===== src/verilog/ectdi_pkg.sv =====
// Package: constants, types and check-bit helper for the cache controller
package ectdi_pkg;
  localparam int ADR_W = 29;
  localparam int TAG_W = 17;
  localparam int DATA_W = 128;
  localparam int LW_N = 4;
  localparam int LW_W = 32;
  localparam int ECC_W = 7;
  localparam int CHK_W = 28;
  localparam int CTL_W = 4;
  localparam int SIZE_W = 4;
  localparam int CLEN_W = 4;
  localparam int FIFO_DEPTH = 8;
  localparam int REQ_W = 2 + ADR_W + DATA_W;
  localparam int CTL_V = 3;
  localparam int CTL_S = 2;
  localparam int CTL_D = 1;
  localparam int XNOR_A = 3;
  localparam int XNOR_B = 2;
  localparam logic [TAG_W-1:0] TAG_ALL = 17'h1ffff;
  localparam logic OE_N_RST = 1'b1;
  localparam logic [CLEN_W-1:0] CNT_RST = 4'h0;
  // One data mask per check bit, c0 first
  localparam logic [LW_W-1:0] ECC_MASK [ECC_W] = '{
    32'h56aa_ad5b, 32'h9b33_366d, 32'he3c3_c78e, 32'h03fc_07f0,
    32'h03ff_f800, 32'hfc00_0000, 32'hffff_ffff};

  typedef enum logic [5:0] {
    ST_IDLE = 6'h01,
    ST_TAG = 6'h02,
    ST_DATA = 6'h04,
    ST_DIRTY = 6'h08,
    ST_EXT = 6'h10,
    ST_HOLD = 6'h20
  } ectdi_state_t;

  function automatic logic [ECC_W-1:0] ecc_bits(input logic [LW_W-1:0] d);
    logic [ECC_W-1:0] c;
    c = '0;
    for (int k = 0; k < ECC_W; k++)
    begin
      c[k] = ^(d & ECC_MASK[k]);
    end
    c[XNOR_A] = ~c[XNOR_A];
    c[XNOR_B] = ~c[XNOR_B];
    return c;
  endfunction
endpackage


===== src/verilog/ectdi_fifo.sv =====
// Request FIFO between the core and the cache sequencer
`timescale 1ns/10ps
`default_nettype none
module ectdi_fifo
  #(parameter int W = 8,
    parameter int D = 8)
  (
  input wire logic core_clk,
  input wire logic rst,
  input wire logic in_valid,
  output logic in_ready,
  input wire logic [W-1:0] in_data,
  output logic out_valid,
  input wire logic out_ready,
  output logic [W-1:0] out_data
  );
  localparam int PW = (D > 1) ? $clog2(D) : 1;
  localparam int CW = $clog2(D + 1);
  localparam logic [CW-1:0] FULL = CW'(D);
  localparam logic [PW-1:0] LAST = PW'(D - 1);
  logic [W-1:0] mem_reg [D];
  logic [PW-1:0] wr_reg, wr_next, rd_reg, rd_next;
  logic [CW-1:0] cnt_reg, cnt_next;
  logic rdy_reg, rdy_next;
  logic push, pop;

  always_comb
  begin
    push = in_valid && rdy_reg;
    pop = out_valid && out_ready;
    wr_next = wr_reg;
    rd_next = rd_reg;
    if (push)
      wr_next = (wr_reg == LAST) ? '0 : wr_reg + 1'b1;
    if (pop)
      rd_next = (rd_reg == LAST) ? '0 : rd_reg + 1'b1;
    cnt_next = cnt_reg + CW'(push) - CW'(pop);
    // Registered ready keeps the core path short
    rdy_next = cnt_next != FULL;
  end

  always_ff @(posedge core_clk)
  begin
    if (rst)
    begin
      wr_reg <= '0;
      rd_reg <= '0;
      cnt_reg <= '0;
      rdy_reg <= 1'b0;
    end
    else
    begin
      wr_reg <= wr_next;
      rd_reg <= rd_next;
      cnt_reg <= cnt_next;
      rdy_reg <= rdy_next;
    end
    if (push)
      mem_reg[wr_reg] <= in_data;
  end

  assign in_ready = rdy_reg;
  assign out_valid = cnt_reg != '0;
  assign out_data = mem_reg[rd_reg];
endmodule // ectdi_fifo
`default_nettype wire


===== src/verilog/ectdi_top.sv =====
// External second-level cache tag and data RAM sequencer
`timescale 1ns/10ps
`default_nettype none
module ectdi_top
  import ectdi_pkg::*;
  (
  input wire logic core_clk,
  input wire logic rst,
  input wire logic req_valid,
  output logic req_ready,
  input wire logic req_write,
  input wire logic req_special,
  input wire logic [ADR_W-1:0] req_addr,
  input wire logic [DATA_W-1:0] req_wdata,
  input wire logic cache_enable_bit,
  input wire logic ecc_select_bit,
  input wire logic enable_style_bit,
  input wire logic [SIZE_W-1:0] cache_size_field,
  input wire logic [CLEN_W-1:0] cycle_len,
  output logic rsp_valid,
  output logic rsp_local,
  output logic [DATA_W-1:0] rsp_rdata,
  output logic hard_error,
  output logic data_error,
  input wire logic [ADR_W-1:0] adr_in,
  output logic [ADR_W-1:0] adr_out,
  output logic adr_oe_n,
  output logic tag_equal_n,
  input wire logic [DATA_W-1:0] data_in,
  output logic [DATA_W-1:0] data_out,
  input wire logic [CHK_W-1:0] check_in,
  output logic [CHK_W-1:0] check_out,
  output logic data_oe_n,
  input wire logic ext_data_drive_enable_n,
  input wire logic [TAG_W-1:0] tag_address_in,
  input wire logic tag_address_parity_in,
  output logic tag_ram_enable,
  output logic tag_ctl_write_enable,
  input wire logic [CTL_W-1:0] tag_ctl_in,
  output logic [CTL_W-1:0] tag_ctl_out,
  output logic tag_ctl_oe_n,
  output logic data_ram_enable,
  output logic data_ram_write_enable,
  input wire logic cache_hold_request,
  output logic cache_hold_grant,
  output logic ext_cycle_req,
  input wire logic ext_cycle_done
  );
  localparam int SW = ADR_W + TAG_W + 1 + CTL_W + DATA_W + CHK_W + 3;
  logic [SW-1:0] meta_reg, sync_reg;
  logic [ADR_W-1:0] s_adr;
  logic [TAG_W-1:0] s_tag, tag_mask;
  logic [CTL_W-1:0] s_ctl;
  logic [DATA_W-1:0] s_data;
  logic [CHK_W-1:0] s_chk, gen_chk;
  logic s_tpar, s_doe_n, s_hold, s_done;
  logic fifo_valid, fifo_ready;
  logic [REQ_W-1:0] fifo_data;
  logic [LW_N-1:0] rd_bad;
  logic eq_comb, tag_hit, tag_par_bad, ctl_par_bad, hit, last;
  ectdi_state_t state_reg, state_next;
  logic [CLEN_W-1:0] cnt_reg, cnt_next;
  logic op_wr_reg, op_wr_next, op_spec_reg, op_spec_next;
  logic dirty_reg, dirty_next;
  logic [ADR_W-1:0] adr_out_reg, adr_out_next;
  logic adr_oe_n_reg, adr_oe_n_next, teq_n_reg, teq_n_next;
  logic [DATA_W-1:0] dout_reg, dout_next, rdata_reg, rdata_next;
  logic [CHK_W-1:0] cout_reg, cout_next;
  logic doe_n_reg, doe_n_next, tren_reg, tren_next;
  logic ctlwe_reg, ctlwe_next, ctloe_n_reg, ctloe_n_next;
  logic [CTL_W-1:0] ctl_reg, ctl_next;
  logic den_reg, den_next, dwe_reg, dwe_next;
  logic grant_reg, grant_next, ext_reg, ext_next;
  logic rv_reg, rv_next, rl_reg, rl_next;
  logic herr_reg, herr_next, derr_reg, derr_next;
  logic armed_reg, armed_next;

  ectdi_fifo #(.W(REQ_W), .D(FIFO_DEPTH)) u_fifo (
    .core_clk(core_clk),
    .rst(rst),
    .in_valid(req_valid),
    .in_ready(req_ready),
    .in_data({req_write, req_special, req_addr, req_wdata}),
    .out_valid(fifo_valid),
    .out_ready(fifo_ready),
    .out_data(fifo_data)
  );

  // All pin inputs pass two flops before use
  always_ff @(posedge core_clk)
  begin
    meta_reg <= {adr_in, tag_address_in, tag_address_parity_in, tag_ctl_in,
      data_in, check_in, ext_data_drive_enable_n, cache_hold_request,
      ext_cycle_done};
    sync_reg <= meta_reg;
  end
  assign {s_adr, s_tag, s_tpar, s_ctl, s_data, s_chk, s_doe_n, s_hold,
    s_done} = sync_reg;

  assign tag_mask = TAG_ALL << cache_size_field;
  assign eq_comb = ((s_adr[ADR_W-1 -: TAG_W] ^ s_tag) & tag_mask) == '0;
  assign tag_hit = ((adr_out_reg[ADR_W-1 -: TAG_W] ^ s_tag) & tag_mask)
    == '0;
  assign tag_par_bad = ^{s_tag & tag_mask, s_tpar};
  assign ctl_par_bad = ^s_ctl;
  // Invalid, private, dirty, shared from the three state lines
  assign hit = cache_enable_bit && tag_hit && s_ctl[CTL_V] && !op_spec_reg
    && !(op_wr_reg && s_ctl[CTL_S]);
  assign last = cnt_reg == '0;
  assign fifo_ready = (state_reg == ST_IDLE) && !s_hold;

  genvar gi;
  generate
    for (gi = 0; gi < LW_N; gi++)
    begin : g_lw
      // Parity mode keeps only bit 0 of each lane
      assign gen_chk[gi*ECC_W +: ECC_W] = ecc_select_bit ?
        ecc_bits(fifo_data[gi*LW_W +: LW_W]) :
        {{(ECC_W-1){1'b0}}, ^fifo_data[gi*LW_W +: LW_W]};
      assign rd_bad[gi] = ecc_select_bit ?
        (s_chk[gi*ECC_W +: ECC_W] != ecc_bits(s_data[gi*LW_W +: LW_W])) :
        (s_chk[gi*ECC_W] != ^s_data[gi*LW_W +: LW_W]);
    end
  endgenerate

  always_comb
  begin
    state_next = state_reg;
    cnt_next = last ? cnt_reg : cnt_reg - 1'b1;
    op_wr_next = op_wr_reg;
    op_spec_next = op_spec_reg;
    dirty_next = dirty_reg;
    adr_out_next = adr_out_reg;
    adr_oe_n_next = adr_oe_n_reg;
    dout_next = dout_reg;
    cout_next = cout_reg;
    rdata_next = rdata_reg;
    doe_n_next = doe_n_reg;
    tren_next = 1'b0;
    ctlwe_next = 1'b0;
    ctloe_n_next = OE_N_RST;
    ctl_next = ctl_reg;
    den_next = den_reg;
    dwe_next = dwe_reg;
    grant_next = grant_reg;
    ext_next = ext_reg;
    rv_next = 1'b0;
    rl_next = rl_reg;
    herr_next = 1'b0;
    derr_next = 1'b0;
    armed_next = 1'b0;
    teq_n_next = !(adr_oe_n_reg && eq_comb);
    unique case (state_reg)
      ST_IDLE:
      begin
        adr_oe_n_next = 1'b0;
        if (s_hold)
        begin
          // Idle means no cycle left to finish
          adr_oe_n_next = OE_N_RST;
          grant_next = 1'b1;
          state_next = ST_HOLD;
        end
        else if (fifo_valid)
        begin
          op_wr_next = fifo_data[REQ_W-1];
          op_spec_next = fifo_data[REQ_W-2];
          adr_out_next = fifo_data[DATA_W +: ADR_W];
          dout_next = fifo_data[DATA_W-1:0];
          cout_next = gen_chk;
          cnt_next = cycle_len;
          if (!cache_enable_bit)
          begin
            ext_next = 1'b1;
            state_next = ST_EXT;
          end
          else
          begin
            tren_next = !enable_style_bit;
            state_next = ST_TAG;
          end
        end
      end
      ST_TAG:
      begin
        tren_next = !last;
        if (last)
        begin
          dirty_next = s_ctl[CTL_D];
          cnt_next = cycle_len;
          if (tag_par_bad || ctl_par_bad)
          begin
            herr_next = 1'b1;
            rv_next = 1'b1;
            rl_next = 1'b0;
            state_next = ST_IDLE;
          end
          else if (hit)
          begin
            den_next = 1'b1;
            dwe_next = op_wr_reg;
            doe_n_next = !op_wr_reg;
            state_next = ST_DATA;
          end
          else
          begin
            ext_next = 1'b1;
            state_next = ST_EXT;
          end
        end
      end
      ST_DATA:
      begin
        if (last)
        begin
          den_next = 1'b0;
          dwe_next = 1'b0;
          doe_n_next = OE_N_RST;
          cnt_next = cycle_len;
          if (op_wr_reg && !dirty_reg)
          begin
            // Mark block dirty: valid, private, dirty
            ctl_next = {1'b1, 1'b0, 1'b1, ^{1'b1, 1'b0, 1'b1}};
            ctloe_n_next = 1'b0;
            ctlwe_next = 1'b1;
            tren_next = 1'b1;
            state_next = ST_DIRTY;
          end
          else
          begin
            rdata_next = s_data;
            derr_next = !op_wr_reg && (|rd_bad);
            rv_next = 1'b1;
            rl_next = 1'b1;
            state_next = ST_IDLE;
          end
        end
      end
      ST_DIRTY:
      begin
        ctloe_n_next = last;
        ctlwe_next = !last;
        tren_next = !last;
        if (last)
        begin
          rv_next = 1'b1;
          rl_next = 1'b1;
          state_next = ST_IDLE;
        end
      end
      ST_EXT:
      begin
        // Hold may arrive mid-cycle; buses follow it
        grant_next = s_hold;
        adr_oe_n_next = s_hold;
        doe_n_next = s_hold || !(op_wr_reg && !s_doe_n);
        // Done must read low once; a stale synced done ends nothing
        armed_next = armed_reg || !s_done;
        if (s_done && armed_reg)
        begin
          ext_next = 1'b0;
          doe_n_next = OE_N_RST;
          rdata_next = s_data;
          rv_next = 1'b1;
          rl_next = 1'b0;
          state_next = ST_IDLE;
        end
      end
      ST_HOLD:
      begin
        if (!s_hold)
        begin
          grant_next = 1'b0;
          adr_oe_n_next = 1'b0;
          state_next = ST_IDLE;
        end
      end
    endcase
  end

  always_ff @(posedge core_clk)
  begin
    if (rst)
    begin
      state_reg <= ST_IDLE;
      cnt_reg <= CNT_RST;
      op_wr_reg <= 1'b0;
      op_spec_reg <= 1'b0;
      dirty_reg <= 1'b0;
      adr_out_reg <= '0;
      adr_oe_n_reg <= OE_N_RST;
      teq_n_reg <= !eq_comb;
      dout_reg <= '0;
      cout_reg <= '0;
      rdata_reg <= '0;
      doe_n_reg <= OE_N_RST;
      tren_reg <= 1'b0;
      ctlwe_reg <= 1'b0;
      ctloe_n_reg <= OE_N_RST;
      ctl_reg <= '0;
      den_reg <= 1'b0;
      dwe_reg <= 1'b0;
      grant_reg <= 1'b0;
      ext_reg <= 1'b0;
      rv_reg <= 1'b0;
      rl_reg <= 1'b0;
      herr_reg <= 1'b0;
      derr_reg <= 1'b0;
      armed_reg <= 1'b0;
    end
    else
    begin
      state_reg <= state_next;
      cnt_reg <= cnt_next;
      op_wr_reg <= op_wr_next;
      op_spec_reg <= op_spec_next;
      dirty_reg <= dirty_next;
      adr_out_reg <= adr_out_next;
      adr_oe_n_reg <= adr_oe_n_next;
      teq_n_reg <= teq_n_next;
      dout_reg <= dout_next;
      cout_reg <= cout_next;
      rdata_reg <= rdata_next;
      doe_n_reg <= doe_n_next;
      tren_reg <= tren_next;
      ctlwe_reg <= ctlwe_next;
      ctloe_n_reg <= ctloe_n_next;
      ctl_reg <= ctl_next;
      den_reg <= den_next;
      dwe_reg <= dwe_next;
      grant_reg <= grant_next;
      ext_reg <= ext_next;
      rv_reg <= rv_next;
      rl_reg <= rl_next;
      herr_reg <= herr_next;
      derr_reg <= derr_next;
      armed_reg <= armed_next;
    end
  end

  assign adr_out = adr_out_reg;
  assign adr_oe_n = adr_oe_n_reg;
  assign tag_equal_n = teq_n_reg;
  assign data_out = dout_reg;
  assign check_out = cout_reg;
  assign data_oe_n = doe_n_reg;
  assign tag_ram_enable = tren_reg;
  assign tag_ctl_write_enable = ctlwe_reg;
  assign tag_ctl_out = ctl_reg;
  assign tag_ctl_oe_n = ctloe_n_reg;
  assign data_ram_enable = den_reg;
  assign data_ram_write_enable = dwe_reg;
  assign cache_hold_grant = grant_reg;
  assign ext_cycle_req = ext_reg;
  assign rsp_valid = rv_reg;
  assign rsp_local = rl_reg;
  assign rsp_rdata = rdata_reg;
  assign hard_error = herr_reg;
  assign data_error = derr_reg;
endmodule // ectdi_top
`default_nettype wire


===== config.mk =====
export PLATFORM = sky130hd
export DESIGN_NAME = ectdi_top
export DESIGN_NICKNAME = d
export VERILOG_FILES = /design/src/verilog/ectdi_pkg.sv /design/src/verilog/ectdi_fifo.sv /design/src/verilog/ectdi_top.sv
export SDC_FILE = /design/constraint.sdc
export NUM_CORES = 2
export LEC_CHECK = 0
export ABC_CLOCK_PERIOD_IN_PS = 25800
export BUFFER_PORTS_ARGS = -buffer_cell sky130_fd_sc_hd__buf_2
export CAP_MARGIN = 20
export CORE_MARGIN = 5
export CORE_UTILIZATION = 45
export DETAILED_ROUTE_END_ITERATION = 10
export GPL_ROUTABILITY_DRIVEN = 0
export GPL_TIMING_DRIVEN = 1
export REMOVE_ABC_BUFFERS = 1
export SYNTH_ARGS = -nofsm -noshare
export SYNTH_HDL_FRONTEND = slang
export SYNTH_HIERARCHICAL = 1
export SYNTH_SLANG_ARGS = --single-unit

===== constraint.sdc =====
create_clock -name core_clk -period 25.8 [get_ports core_clk]
set_clock_uncertainty 0.2 [all_clocks]
set_input_delay 1.29 -clock core_clk [delete_from_list [all_inputs] [get_ports core_clk]]
set_output_delay 1.29 -clock core_clk [all_outputs]
set_load 0.005 [all_outputs]

# Word-level counts from Yosys, hierarchy flattened
# Memory sizes are Yosys's and may differ from the RTL's. A register that Yosys moved wholly into a read port is not among the register bits.
# Index checks and enable logic that the tools add are counted.
# totals
ram_bits,1272
reg_bits,773
mem_count,1
input_bits,383
word_cells,294
out_inout_bits,332
# memory_table
memory,depth,word_bits,read_ports,rd_clocked_by_memory_dff,wr,line,source
u_fifo.mem_reg,8,159,1,1,1,ectdi_fifo.sv:21,logic [W-1:0] mem_reg [D];
# op_classes
n_reduce_logical,113
n_addsub,5
muxes,85
n_bitwise,26
n_eq_ne,32
shifts,1
# ops
op,count
$reduce_xor A32 Y1,56
$mux W128,3
$pmux W128 S2,1
$and A17 B17 Y17,3
$mux W1,45
$mux W6,7
$pmux W6 S6,1
$logic_not A17 Y1,2
$xor A17 B17 Y17,2
$mux W7,4
$ne A7 B7 Y1,4
$ne A2 B2 Y1 const B,13
$not A1 Y1,21
$mux W4,5
$reduce_xor A18 Y1,1
$shl A17 B4 Y17 const A,1
$mux W5,3
$pmux W1 S3,5
$logic_and A1 B1 Y1,13
$logic_not A1 Y1,12
$mux W3,4
$reduce_and A5 Y1,2
$reduce_and A3 Y1,3
$reduce_bool A3 Y1,3
30 further kinds,48

# Logic depth before layout (Yosys ltp)
# depth
word_depth,11
mapped_depth,13
mapped_depth_nobuf,12

# Cells and area by module
# Netlist, hierarchy kept.
# modules_own_cells
module,seq_area_each_um2,area_each_um2,instances,cells_each
ectdi_fifo,38476.9,48287.6,1,1922
ectdi_top,14774.2,26083.8,1,2604

# Worst setup path after synthesis
# OpenSTA, ideal clock, no wires.
# synth_path
path_kind,input-to-reg
startpoint,input req_valid
endpoint,"memory u_fifo/mem_reg[0][0] (netlist name), enable pin"
setup_time_ps,1068
arrival_ps,16471
setup_slack_ps,8061
required_time_ps,24532
cell_stages,2
path_buffers,0
path_cell_list,nand2_1 > nor4_1
# synth_via
elab_chain_len,3
# synth_rtl
item,line,source
start: declaration,ectdi_top.sv:9,"input wire logic req_valid,"
$logic_and A1 B1 Y1,ectdi_fifo.sv:29,push = in_valid && rdy_reg;
$mux W1,ectdi_fifo.sv:58,if (push)
$mux W1 (implied by the code),ectdi_fifo.sv:59,mem_reg[wr_reg] <= in_data;
end: declaration,ectdi_fifo.sv:21,
# Every way passes these cells.

==> metrics.cfg <==
[status]
status = finished, final reports clean

[floorplanning]
num_io_pins = 715
fp-row-count = 149
dieArea_um2 = 174000
die_x_um = 417
die_height_um = 417
coreArea_um2 = 165000
initial_core_util_pct = 45.2

[cells_and_area]
nFillCells = 13517
area_growth_syn_to_layout_pct = 17.4
seq_area_um2 = 53300
final_cell_area_um2 = 87300
multi_input_area_um2 = 20200
largest_reg_flops = 1272
nNetsFinal = 5657
drive_gt1_share_pct = 29.1

[place]
place_area_um2 = 80300
dp_hpwl_um = 121000
port_buffers = 700
pre_cts_slack_ns = 19.21

[detailed_routing]
ant_nets = 0
drt_wl_total_um = 195000
num_vias = 40428
drt_first_pass_iters = 5
wl_per_cell_um = 25.4
drc = 0
drtIter0Drc = 2933
avgViaCountPerCell = 5.28

[power_and_ir_drop]
p_per_area_nw_per_um2 = 98.0
peakVddDrop_v = 0.0000824
total_power_mw = 8.56
p_leak_nw = 30.2

[global_routing]
grt_max_degree = 133
grtUsageTotal_pct = 21.9
antenna_found_initial = 95
overflow = 0
grt_pass1_vias = 40868
grt_pass1_wl_um = 281000

[sta]
setup_viol = 0
hold_violations = 0
post-route-min-period_ns = 6.06
clock.fmax_ghz = 0.165
fin_ws_ns = 19.74
rsz0062_at_grt = false
tns_ns = 0
drv_slew = 0
worst_pin_slew_ns = 1.14
whs_ns = 0.113
fin_crit_sh_pct = 23.5
slew_headroom_pct = 23.7

[synthesis]
yosys-top-cells-area = edfxtp_1, dfxtp_1, mux4_2
synth_top_area_share_pct = 51.4
synthArstFlopShare_pct = 0
syn_inst = 4526
ys_seq_area_share_pct = 71.6
avgSynthCellArea_um2 = 16.4
synth_ff_type = edfxtp_1
synth-edff-count = 1272
synthMostInstantiatedCell = edfxtp_1
synth_cell_types = 66
syn_area_um2 = 74400
netlist_top_cells_count = edfxtp_1, dfxtp_1, nand2_1, xnor2_1, a21oi_1
yosysWarningCount = 6
ys_seq_elements = 2024
synth_top_cell_by_area = edfxtp_1

[clock_network]
clk_pin_slew_ns = 0.06
clkSinkCount = 2024
post_cts_resized = 0
numCtsBuffers = 204
holdBufCountCts = 0
clock_latency_ns = 0.84
post_cts_buffers = 0
cts_buffer_depth = 3
cts.htree.levels = 4
root_buffer = clkbuf_16
cts_tree = done

[critical_path]
cp_max_fo = 43
cp-start-kind = flip-flop
crit_type = flip-flop to flip-flop
cp-end-kind = flip-flop
crit_required_ns = 26.26
arrival_ns = 6.53

[min_path]
hp-class = flip-flop to flip-flop

[job]
drv_cap = 0

[path summary, 6_finish.rpt]
kind	from	cells after the start	endpoint	slack, ns
hold / removal	meta_reg[159]	0	sync_reg[159]	0.11
setup reg to reg	flip-flop	14	check_out[21]	19.74
hold reg to reg	meta_reg[159]	0	sync_reg[159]	0.11
setup / recovery	flip-flop	14	check_out[21]	19.74
[critical path: stages (launching register included)]
cell and delay (ns):
dfxtp_4 0.86, buf_4 0.81, buf_4 0.76, buf_4 0.35, buf_16 0.31, mux4_2 0.54, mux2_2 0.30, xor2_1 0.42
xnor2_1 0.20, xnor2_1 0.32, xnor2_1 0.18, xnor2_1 0.16, xnor2_1 0.11, o211ai_1 0.19, a21oi_1 0.08
[cell type report]
class                           count  share of cell area [%]
Antenna cell                       30                  0.0860
Multi-Input combinational cell   2268                    23.2
Timing Repair Buffer              745                    4.59
Clock buffer                      290                    6.76
Tap cell                         2189                    3.14
Clock inverter                     96                    1.15
Inverter                           21                  0.0903
Sequential cell                  2024                    61.0
[where the power goes]
part | total [mW] | internal (mW) | switching [mW] | leakage (nW)
logic | 1.85 | 0.867 | 0.983 | 9.04
registers | 3.71 | 3.62 | 0.0924 | 17.7
clock network | 3.00 | 1.75 | 1.25 | 3.41
[kinds of logic after synthesis]
family,synth area share (%)
and+or+nand+nor,4.25
AOI/OAI and AO/OA,3.19
buffers and inverters,1.31
adders and majority gates,0.178
xor gates and xnor gates,7.37
muxes,12.1
other,0.00504
DFF,71.6
[routing by layer]
metal,up-vias,GRT usage (%),share of wire [%]
li1,18236,-,-
met1,20696,27.5,40
met2,1099,38.6,52
met3,377,4.47,5.4
met4,20,6.41,2.6
met5,-,0,0.068
[through the flow]
stage | utilization (%) | cells
detailed placement | 48.8 | 7246
floorplan | - | 4313
CTS | 53.0 | 7632
global placement | 48.8 | 7246
global route | 53.0 | 7646
finish | 53.0 | 7663
[layout by cell type, fill, tap and decap left out, types with 11 or more instances in the layout]
| cell | synthesis | layout |
|---|---|---|
| a21oi_1 | 331 | 331 |
| a22oi_1 | 24 | 24 |
| buf_12 | 0 | 11 |
| buf_2 | 42 | 699 |
| buf_4 | 3 | 33 |
| bufinv_16 | 0 | 15 |
| clkbuf_1 | 147 | 46 |
| clkbuf_16 | 0 | 211 |
| clkbuf_8 | 0 | 32 |
| clkinv_2 | 0 | 47 |
| dfxtp_1 | 752 | 749 |
| diode_2 | 0 | 30 |
| edfxtp_1 | 1272 | 1272 |
| inv_1 | 21 | 21 |
| mux2_2 | 159 | 159 |
| mux4_2 | 318 | 318 |
| nand2_1 | 614 | 612 |
| nand3_1 | 14 | 14 |
| nor2_1 | 57 | 53 |
| nor3_1 | 19 | 15 |
| o21ai_0 | 28 | 28 |
| xnor2_1 | 423 | 423 |
| xnor3_1 | 27 | 27 |
| xor2_1 | 110 | 110 |
Power figures use the tool's default switching activity.
